==> src/hw/dpc_pkg.sv <==
package dpc_pkg;
  localparam int DPC_AW = 5;
  localparam int DPC_DW = 32;
  localparam int DPC_N_W = 5;
  localparam int DPC_K_W = 24;
  localparam int DPC_OD_W = 5;
  localparam int DPC_PD_W = 4;
  localparam int DPC_ACC_W = 32;
  // Register byte offsets
  localparam logic [DPC_AW-1:0] DPC_OFF_CTRL = 5'h00;
  localparam logic [DPC_AW-1:0] DPC_OFF_STAT = 5'h04;
  localparam logic [DPC_AW-1:0] DPC_OFF_L2CFG = 5'h08;
  localparam logic [DPC_AW-1:0] DPC_OFF_L2K = 5'h0C;
  localparam logic [DPC_AW-1:0] DPC_OFF_L3CFG = 5'h10;
  localparam logic [DPC_AW-1:0] DPC_OFF_L3K = 5'h14;
  localparam logic [DPC_AW-1:0] DPC_OFF_DIV = 5'h18;
  // Control register fields
  localparam int DPC_CTRL_EN2 = 0;
  localparam int DPC_CTRL_EN3 = 1;
  localparam int DPC_CTRL_REFSEL = 2;
  localparam int DPC_CTRL_FLL3 = 3;
  localparam int DPC_CTRL_SEQ = 4;
  localparam int DPC_CTRL_W = 5;
  // Reference select 0 = internal oscillator, 1 = master clock pin
  localparam logic [DPC_CTRL_W-1:0] DPC_CTRL_RST = 5'h10;
  // Loop configuration fields
  localparam int DPC_CFG_N_LSB = 0;
  localparam int DPC_CFG_FRAC = 8;
  localparam int DPC_CFG_OD_LSB = 16;
  localparam logic [DPC_N_W-1:0] DPC_N_RST = 5'h08;
  localparam logic [DPC_OD_W-1:0] DPC_OD_RST = 5'h01;
  localparam logic [DPC_K_W-1:0] DPC_K_RST = 24'h000000;
  // Post divider fields
  localparam int DPC_DIV_CO2_LSB = 0;
  localparam int DPC_DIV_CO3_LSB = 8;
  localparam int DPC_DIV_SYS_LSB = 16;
  localparam logic [DPC_PD_W-1:0] DPC_PD_RST = 4'h0;
  typedef enum logic [2:0] {
    DPC_OFF = 3'b001,
    DPC_ARM = 3'b010,
    DPC_RUN = 3'b100
  } dpc_loop_state_t;
endpackage

==> src/hw/dpc_dual_loop_ctrl.sv <==
// Decided for this implementation: the address map and register access over APB.
`timescale 1ns/1ps
// What this block does
// - Two loops, each with its own independent enable bit.
// - Reference select picks master clock pin or internal oscillator.
// - Reference select resets to the internal oscillator for both loops.
// - Select bit routes the frequency locked loop output to the third loop.
// - Sync sequencer aligns loop start; on by default, has an enable bit.
// - Output equals oscillator frequency over twice the output divider.
// - Oscillator frequency equals reference times N.K, halved.
// - Integer multiplier is unsigned, LSB weighs one, used in both modes.
// - Fraction applies only if the fractional-mode bit is set when the loop is enabled.
// - Fraction is 24-bit unsigned, MSB weighs one half.
// - Loops run from the internal oscillator or an external reference.
// - Clock pin dividers further divide loop outputs to the clock pins.
// - System clock divider further divides the third loop output.
module dpc_dual_loop_ctrl
  import dpc_pkg::*;
#(
  parameter int N_W = DPC_N_W,
  parameter int K_W = DPC_K_W,
  parameter int OD_W = DPC_OD_W,
  parameter int PD_W = DPC_PD_W
) (
  input wire logic clk,
  input wire logic sys_rst,
  input wire logic psel,
  input wire logic penable,
  input wire logic pwrite,
  input wire logic [DPC_AW-1:0] paddr,
  input wire logic [DPC_DW-1:0] pwdata,
  output logic [DPC_DW-1:0] prdata,
  output logic pready,
  output logic pslverr,
  input wire logic mclkTick,
  input wire logic oscTick,
  input wire logic fllTick,
  output logic loop2Clk,
  output logic loop3Clk,
  output logic clkOut2,
  output logic clkOut3,
  output logic systemClock
);

  localparam int NL = 2;

  logic [DPC_CTRL_W-1:0] ctrl_r;
  logic [N_W-1:0] nMul_r [NL];
  logic [NL-1:0] fracMode_r;
  logic [OD_W-1:0] outDiv_r [NL];
  logic [K_W-1:0] kMul_r [NL];
  logic [PD_W-1:0] co2Div_r, co3Div_r, sysDiv_r;
  logic [DPC_DW-1:0] prdata_r;
  logic pready_r, pslverr_r;
  logic [NL-1:0] loopClk_r, running;
  logic clkOut2_r, clkOut3_r, system_clock_r;

  // APB decode; one wait state so read data and pready come from flops
  wire accessPh = psel & penable & ~pready_r;
  wire doWrite = psel & penable & pready_r & pwrite & ~pslverr_r;
  wire selCtrl = paddr == DPC_OFF_CTRL;
  wire selStat = paddr == DPC_OFF_STAT;
  wire selDiv = paddr == DPC_OFF_DIV;
  wire [NL-1:0] selCfg = {paddr == DPC_OFF_L3CFG, paddr == DPC_OFF_L2CFG};
  wire [NL-1:0] selK = {paddr == DPC_OFF_L3K, paddr == DPC_OFF_L2K};
  wire mapped = selCtrl | selStat | selDiv | (|selCfg) | (|selK);
  wire badAccess = ~mapped | (pwrite & selStat);

  function automatic logic [DPC_DW-1:0] cfgWord(input logic [N_W-1:0] n,
      input logic f, input logic [OD_W-1:0] od);
    logic [DPC_DW-1:0] w;
    w = '0;
    w[DPC_CFG_N_LSB +: N_W] = n;
    w[DPC_CFG_FRAC] = f;
    w[DPC_CFG_OD_LSB +: OD_W] = od;
    return w;
  endfunction

  logic [DPC_DW-1:0] rdMux;
  always_comb begin
    rdMux = '0;
    if (selCtrl)
      rdMux[DPC_CTRL_W-1:0] = ctrl_r;
    if (selStat)
      rdMux[2*NL-1:0] = {loopClk_r, running};
    if (selDiv) begin
      rdMux[DPC_DIV_CO2_LSB +: PD_W] = co2Div_r;
      rdMux[DPC_DIV_CO3_LSB +: PD_W] = co3Div_r;
      rdMux[DPC_DIV_SYS_LSB +: PD_W] = sysDiv_r;
    end
    for (int i = 0; i < NL; i++) begin
      if (selCfg[i])
        rdMux = cfgWord(nMul_r[i], fracMode_r[i], outDiv_r[i]);
      if (selK[i])
        rdMux[K_W-1:0] = kMul_r[i];
    end
  end

  always_ff @(posedge clk) begin
    if (sys_rst) begin
      pready_r <= 1'b0;
      pslverr_r <= 1'b0;
      prdata_r <= '0;
    end else begin
      pready_r <= accessPh;
      pslverr_r <= accessPh & badAccess;
      if (accessPh & ~pwrite)
        prdata_r <= rdMux;
    end
  end

  always_ff @(posedge clk) begin
    if (sys_rst) begin
      ctrl_r <= DPC_CTRL_RST;
      co2Div_r <= DPC_PD_RST;
      co3Div_r <= DPC_PD_RST;
      sysDiv_r <= DPC_PD_RST;
    end else if (doWrite & selCtrl) begin
      ctrl_r <= pwdata[DPC_CTRL_W-1:0];
    end else if (doWrite & selDiv) begin
      co2Div_r <= pwdata[DPC_DIV_CO2_LSB +: PD_W];
      co3Div_r <= pwdata[DPC_DIV_CO3_LSB +: PD_W];
      sysDiv_r <= pwdata[DPC_DIV_SYS_LSB +: PD_W];
    end
  end

  // Reference choice per loop
  wire baseRef = ctrl_r[DPC_CTRL_REFSEL] ? mclkTick : oscTick;
  wire [NL-1:0] refTick = {ctrl_r[DPC_CTRL_FLL3] ? fllTick : baseRef,
                           baseRef};
  wire [NL-1:0] loopEn = {ctrl_r[DPC_CTRL_EN3], ctrl_r[DPC_CTRL_EN2]};

  genvar g;
  generate
    for (g = 0; g < NL; g++) begin : gLoop
      dpc_loop_state_t st_r, st_nxt;
      logic [DPC_ACC_W-1:0] acc_r, acc_nxt;
      logic [DPC_ACC_W-1:0] inc_r, thr_r;
      wire [DPC_ACC_W-1:0] incNow;
      wire [DPC_ACC_W-1:0] thrNow;
      wire [K_W-1:0] kEff = fracMode_r[g] ? kMul_r[g] : '0;
      // N.K in units of 2^-24; one toggle per (2*(code+1)) of N.K per ref
      assign incNow = DPC_ACC_W'({nMul_r[g], kEff});
      assign thrNow = DPC_ACC_W'({outDiv_r[g], 1'b0} + (OD_W+1)'(2))
                      << K_W;
      wire wrap = acc_r >= thr_r;

      always_ff @(posedge clk) begin
        if (sys_rst) begin
          nMul_r[g] <= DPC_N_RST;
          fracMode_r[g] <= 1'b0;
          outDiv_r[g] <= DPC_OD_RST;
          kMul_r[g] <= DPC_K_RST;
        end else if (doWrite & selCfg[g]) begin
          nMul_r[g] <= pwdata[DPC_CFG_N_LSB +: N_W];
          fracMode_r[g] <= pwdata[DPC_CFG_FRAC];
          outDiv_r[g] <= pwdata[DPC_CFG_OD_LSB +: OD_W];
        end else if (doWrite & selK[g]) begin
          kMul_r[g] <= pwdata[K_W-1:0];
        end
      end

      // Sequencer holds start until a reference edge so phase starts aligned
      always_comb begin
        st_nxt = st_r;
        case (st_r)
          DPC_OFF: if (loopEn[g])
            st_nxt = ctrl_r[DPC_CTRL_SEQ] ? DPC_ARM : DPC_RUN;
          DPC_ARM: if (~loopEn[g])
            st_nxt = DPC_OFF;
          else if (refTick[g])
            st_nxt = DPC_RUN;
          DPC_RUN: if (~loopEn[g])
            st_nxt = DPC_OFF;
          default: st_nxt = DPC_OFF;
        endcase
      end

      // Excess phase drains one toggle per cycle, so rates average correctly
      // as long as the toggle rate stays below the system clock
      always_comb begin
        acc_nxt = acc_r;
        if (st_r == DPC_RUN) begin
          acc_nxt = acc_r - (wrap ? thr_r : '0) + (refTick[g] ? inc_r : '0);
        end
      end

      always_ff @(posedge clk) begin
        if (sys_rst) begin
          st_r <= DPC_OFF;
          acc_r <= '0;
          inc_r <= '0;
          thr_r <= '0;
          loopClk_r[g] <= 1'b0;
        end else begin
          st_r <= st_nxt;
          if (st_r == DPC_OFF) begin
            acc_r <= '0;
            inc_r <= incNow;
            thr_r <= thrNow;
            loopClk_r[g] <= 1'b0;
          end else begin
            acc_r <= acc_nxt;
            if (st_r == DPC_RUN && wrap)
              loopClk_r[g] <= ~loopClk_r[g];
          end
        end
      end
      assign running[g] = st_r == DPC_RUN;
    end
  endgenerate

  // Post dividers: code 0 passes through, else divide by twice the code
  logic [NL-1:0] loopPrev_r;
  logic [PD_W-1:0] cnt2_r, cnt3_r, cntS_r;
  logic div2_r, div3_r, divS_r;
  wire [NL-1:0] loopRise = loopClk_r & ~loopPrev_r;
  wire hit2 = cnt2_r >= co2Div_r - PD_W'(1);
  wire hit3 = cnt3_r >= co3Div_r - PD_W'(1);
  wire hitS = cntS_r >= sysDiv_r - PD_W'(1);

  always_ff @(posedge clk) begin
    if (sys_rst) begin
      loopPrev_r <= '0;
      cnt2_r <= '0;
      cnt3_r <= '0;
      cntS_r <= '0;
      div2_r <= 1'b0;
      div3_r <= 1'b0;
      divS_r <= 1'b0;
    end else begin
      loopPrev_r <= loopClk_r;
      if (~running[0]) begin
        cnt2_r <= '0;
        div2_r <= 1'b0;
      end else if (loopRise[0]) begin
        cnt2_r <= hit2 ? '0 : cnt2_r + PD_W'(1);
        div2_r <= hit2 ? ~div2_r : div2_r;
      end
      if (~running[1]) begin
        cnt3_r <= '0;
        cntS_r <= '0;
        div3_r <= 1'b0;
        divS_r <= 1'b0;
      end else if (loopRise[1]) begin
        cnt3_r <= hit3 ? '0 : cnt3_r + PD_W'(1);
        div3_r <= hit3 ? ~div3_r : div3_r;
        cntS_r <= hitS ? '0 : cntS_r + PD_W'(1);
        divS_r <= hitS ? ~divS_r : divS_r;
      end
    end
  end

  // Outputs registered once more to keep them straight from flops
  always_ff @(posedge clk) begin
    if (sys_rst) begin
      clkOut2_r <= 1'b0;
      clkOut3_r <= 1'b0;
      system_clock_r <= 1'b0;
    end else begin
      clkOut2_r <= co2Div_r == '0 ? loopClk_r[0] : div2_r;
      clkOut3_r <= co3Div_r == '0 ? loopClk_r[1] : div3_r;
      system_clock_r <= sysDiv_r == '0 ? loopClk_r[1] : divS_r;
    end
  end

  assign prdata = prdata_r;
  assign pready = pready_r;
  assign pslverr = pslverr_r;
  assign loop2Clk = loopClk_r[0];
  assign loop3Clk = loopClk_r[1];
  assign clkOut2 = clkOut2_r;
  assign clkOut3 = clkOut3_r;
  assign systemClock = system_clock_r;

endmodule

==> config.mk <==
export PLATFORM = sky130hd
export DESIGN_NAME = dpc_dual_loop_ctrl
export DESIGN_NICKNAME = d
export VERILOG_FILES = /design/src/hw/dpc_pkg.sv /design/src/hw/dpc_dual_loop_ctrl.sv
export SDC_FILE = /design/constraint.sdc
export NUM_CORES = 1
export LEC_CHECK = 0
export ABC_AREA = 0
export BUFFER_PORTS_ARGS = -buffer_cell sky130_fd_sc_hd__buf_2
export CORE_ASPECT_RATIO = 0.75
export CORE_UTILIZATION = 30
export CTS_BUF_LIST = sky130_fd_sc_hd__clkbuf_4 sky130_fd_sc_hd__clkbuf_8
export DETAILED_ROUTE_END_ITERATION = 8
export GPL_ROUTABILITY_DRIVEN = 0
export GPL_TIMING_DRIVEN = 0
export PLACE_DENSITY = 0.55
export SYNTH_ARGS = -nofsm -noshare
export SYNTH_HDL_FRONTEND = slang
export SYNTH_SLANG_ARGS = --single-unit
==> constraint.sdc <==
create_clock -name clk -period 5.35 [get_ports clk]
set_clock_uncertainty 0.05 [all_clocks]
set_input_delay 0.8025 -clock clk [delete_from_list [all_inputs] [get_ports clk]]
set_output_delay 0.8025 -clock clk [all_outputs]
set_load 0.01 [all_outputs]
==> flow_results.org <==
** Run status
- The run finished with clean final reports.

** Yosys
- Mean cell area of the mapped netlist :: 8.530 µm²
- For this run, asynchronously set or reset flops after synthesis account for 0%.
- For this run, the number of Yosys warnings is 0.
- In the synthesized netlist, the number of instances is 1,894.
- After synthesis the cells add up to 16,160 µm².
- Primary flip-flop cell chosen by synthesis mapping :: sky130_fd_sc_hd__dfxtp_1
- After synthesis the netlist holds a flip-flop and latch count of 275.
- Synth top area share :: 25.65%
- Summing the sequential cell areas from Yosys gives 38.29% of the chip area.
- Library cells used by synthesis :: 73
- The largest total area in the synthesized netlist belongs to sky130_fd_sc_hd__dfxtp_1.
- The synthesized design contains 68 enable-type register cells.
- Area contributors post-synth :: sky130_fd_sc_hd__dfxtp_1 (26%), sky130_fd_sc_hd__edfxtp_1 (13%), sky130_fd_sc_hd__ha_1 (11%)

** Global routing
- Global routing used 18.44% of the available tracks across all layers.
- Number of antenna violations at the first check in global routing :: 0
- Global-route wire length before repair :: 78.62 mm
- Overflow after GRT :: 0
- The via count of the first global-routing pass was 13,560.
- Pin count of the biggest net entering global routing :: 25

** Die
- In this run the standard cell core region covers 53,070 µm².
- Starting density of the core :: 30.44%
- In this run the vertical extent of the chip is 203.0 µm.
- The initialized floorplan defines 73 standard-cell rows.
- The die covers 54,790 µm².
- In this run the count of I/O pins placed on the die edge is 84.
- In this run the horizontal extent of the chip is 270.0 µm.

** Cells and area
- Number of filler cells placed in the layout :: 5,494
- The post-route netlist has 9.100% of its cells at a drive strength greater than 1.
- For this run, the post-layout net count is 2,215.
- Layout overhead on the synthesized area :: 14.46%
- Core utilization of the finished layout :: 34.85%

** Timing
- Setup repair after global routing left no endpoint under its margin.
- The final number of hold-violating endpoints is 0.
- Max-slew violation count :: 0
- Period utilization :: 94.09%
- Setup violations remaining at the end of the flow were counted as 0.
- Time the final worst path needs with I/O delays and setup :: 5.034 ns
- Max_slew headroom :: 19.43%
- Measured slew at the worst slew-check pin :: 1.199 ns
- Derived from the worst setup path, the maximum achievable clock frequency is 198.7 MHz.
- Worst hold slack after final layout :: 0.4109 ns

** Hold path
- The path class of the tightest hold or removal check is reg2reg.

** Routing
- The detail route stage leaves a number of antenna-violating nets equal to 0.
- Detailed routing inserted a total of 14,162 vias.
- Overall routed net length :: 51.34 mm
- DRC violation total after the first TritonRoute iteration :: 1,405
- Post-detailed-route DRC marker count :: 0
- The first detailed-routing pass took 8 iterations.
- Via density :: 5.116
- Detail-routed net length per standard cell :: 18.55 µm

** Pwr
- Final Power :: 0.004656 W
- For this design the ratio of total power to cell area is 251.8 nW/µm².
- VDD IR-drop max :: 0.1687 mV
- Leakage power summed over all cells :: 7.687 nW

** CTS
- Clock Tree Buf Depth :: 3
- TritonCTS built the clock tree.
- Sink Count :: 275
- Clock tree root driver cell :: sky130_fd_sc_hd__clkbuf_8
- Clock tree synthesis inserted a total of 47 buffers.
- Clock-pin slew was measured on the worst setup and hold paths at 0.07 ns.
- Number of H-tree levels :: 2
- The number of hold buffers added after CTS was 0.
- Clock latency at the later pin of the worst-skew pair :: 0.61 ns

** Placement
- Quantity of I/O buffers inserted on ports :: 65
- Detailed placement finished with a half-perimeter wire length of 39.87 mm.

** Job
- Maxcap violations :: 0

** Worst setup path
- Crit path DAT :: 5.48 ns
- The critical path is of the reg2reg type.
- Along the worst path, the maximum fanout reaches 6.
- Critical Path Start Type :: flop
- Worst Path Required :: 5.80 ns
- CP endpoint kind :: flop
routing by layer:
layer  part of all wire, %  global-route usage (%)  up-vias
met5                     0                       0        -
li1                      -                       -     6853
met1                    50                   27.48     6762
met4                   1.6                   4.079        0
met2                    38                   25.06      485
met3                    10                   6.209       62
sequential cells by signal (all words and copies together) (netlist names), 2 cells and up:
name,count
cnt2_r,4
gLoop.acc_r,64
co2Div_r,4
kMul_r,48
cnt3_r,4
loopPrev_r,2
gLoop.st_r,6
prdata,24
nMul_r,10
gLoop.thr_r,12
gLoop.inc_r,58
co3Div_r,4
outDiv_r,10
cntS_r,4
ctrl_r,5
fracMode_r,2
sysDiv_r,4
kinds of logic (layout without fill, tap and decap cells):
group | Yosys count | in the layout | synth area share (%)
xor+xnor | 57 | 57 | 3.090
mux | 21 | 21 | 1.355
compound gates | 437 | 437 | 18.38
simple gates | 656 | 656 | 19.57
buf+inv | 293 | 447 | 6.993
flops | 275 | 275 | 38.29
fa+ha+maj | 154 | 154 | 12.30
other cells | 1 | 9 | 0.02321
report_power, final:
group	internal (W)	total (W)	switching (W)
Clock	0.00126	0.00222	0.000951
Sequential	0.00216	0.00219	0.0000274
Combinational	0.0000849	0.000255	0.000170
Total	0.00351	0.00466	0.00115
per-stage QoR:
step	setup TNS, ns	cells	cell area [µm²]	worst slack, ns
final	0	2768	18490	0.3164
after global routing	0	2767	18490	0.01472
after CTS	0	2766	18470	0.1975
after detailed placement	-0.4009	2678	17400	-0.1911
after global placement	-0.3662	2678	17400	-0.2048
after floorplan	0	1901	16180	1.027
final cells by class:
cell class                 instances  area [µm²]  area share, %
timing repair buffer              66       332.8          1.800
antenna                            1       2.502        0.01353
buffer                            92       375.4          2.030
inverter                         201       754.5          4.080
clock buffer                      69       849.6          4.594
sequential                       275        6186          33.45
tap                              712       890.9          4.818
multi-input combinational       1333        8881          48.03
clock inverter                    19       219.0          1.184
path summary, 6_finish.rpt:
path | startpoint | end | slack (ns) | cells after the start
max | gLoop[0].acc_r[25] | gLoop[0].acc_r[31] | 0.32 | 21
min | gLoop[1].acc_r[25] | gLoop[1].acc_r[25] | 0.41 | 2
max reg2reg | gLoop[0].acc_r[25] | gLoop[0].acc_r[31] | 0.32 | 21
min reg2reg | gLoop[1].acc_r[25] | gLoop[1].acc_r[25] | 0.41 | 2
cell usage after synthesis, types with 12 or more instances:
| library cell | number |
|---|---|
| sky130_fd_sc_hd__a221oi_1 | 18 |
| sky130_fd_sc_hd__or3_1 | 16 |
| sky130_fd_sc_hd__nand2b_1 | 22 |
| sky130_fd_sc_hd__nand2_1 | 237 |
| sky130_fd_sc_hd__nand3_1 | 32 |
| sky130_fd_sc_hd__a21oi_1 | 134 |
| sky130_fd_sc_hd__a31oi_1 | 12 |
| sky130_fd_sc_hd__nor4_1 | 13 |
| sky130_fd_sc_hd__and3_1 | 16 |
| sky130_fd_sc_hd__o31ai_1 | 13 |
| sky130_fd_sc_hd__xnor2_1 | 32 |
| sky130_fd_sc_hd__o21a_1 | 17 |
| sky130_fd_sc_hd__clkbuf_1 | 81 |
| sky130_fd_sc_hd__mux2i_1 | 14 |
| sky130_fd_sc_hd__nor2_1 | 121 |
| sky130_fd_sc_hd__nor2b_1 | 12 |
| sky130_fd_sc_hd__and2_1 | 85 |
| sky130_fd_sc_hd__inv_1 | 201 |
| sky130_fd_sc_hd__dfxtp_1 | 207 |
| sky130_fd_sc_hd__o21ai_0 | 59 |
| sky130_fd_sc_hd__a21o_1 | 37 |
| sky130_fd_sc_hd__xor2_1 | 25 |
| sky130_fd_sc_hd__edfxtp_1 | 68 |
| sky130_fd_sc_hd__a211oi_1 | 23 |
| sky130_fd_sc_hd__a22o_1 | 48 |
| sky130_fd_sc_hd__nor3_1 | 54 |
| sky130_fd_sc_hd__ha_1 | 146 |
| sky130_fd_sc_hd__nand4_1 | 15 |
cells in the final DEF, fill, tap and decap left out, drive strengths merged, types with 13 or more instances in the layout:
cell	netlist	layout
a211oi	24	24
a21o	37	37
a21oi	134	134
a221oi	20	20
a22o	48	48
and2	85	85
and3	17	17
buf	11	77
clkbuf	81	150
dfxtp	207	207
edfxtp	68	68
ha	146	146
inv	201	202
mux2i	14	14
nand2	237	237
nand2b	22	22
nand3	32	32
nand4	15	15
nor2	121	121
nor3	54	54
nor4	13	13
o21a	17	17
o21ai	59	59
o31ai	13	13
or3	16	16
xnor2	32	32
xor2	25	25
worst max-delay path, stage by stage, from the launching register on:
cell,delay [ns]
sky130_fd_sc_hd__dfxtp_1,0.38
sky130_fd_sc_hd__inv_1,0.06
sky130_fd_sc_hd__ha_1,0.34
sky130_fd_sc_hd__nor4b_1,0.17
sky130_fd_sc_hd__nand4_1,0.16
sky130_fd_sc_hd__o21ai_0,0.14
sky130_fd_sc_hd__a21o_1,0.22
sky130_fd_sc_hd__a211o_1,0.31
sky130_fd_sc_hd__a21o_1,0.16
sky130_fd_sc_hd__a211o_1,0.39
sky130_fd_sc_hd__and2_1,0.21
sky130_fd_sc_hd__fa_1,0.46
sky130_fd_sc_hd__inv_1,0.07
sky130_fd_sc_hd__ha_1,0.27
sky130_fd_sc_hd__nor3_1,0.10
sky130_fd_sc_hd__o21a_1,0.13
sky130_fd_sc_hd__o41ai_1,0.45
sky130_fd_sc_hd__a2bb2oi_1,0.11
sky130_fd_sc_hd__o21ai_0,0.17
sky130_fd_sc_hd__mux2i_1,0.30
sky130_fd_sc_hd__a211oi_1,0.11
sky130_fd_sc_hd__o21bai_1,0.17
repair_timing:
action                     in CTS  in global routing
gates resized for setup         0                  1
buffers inserted                0                  1
setup endpoints to repair       0                  4
Power figures use the tool's default switching activity.
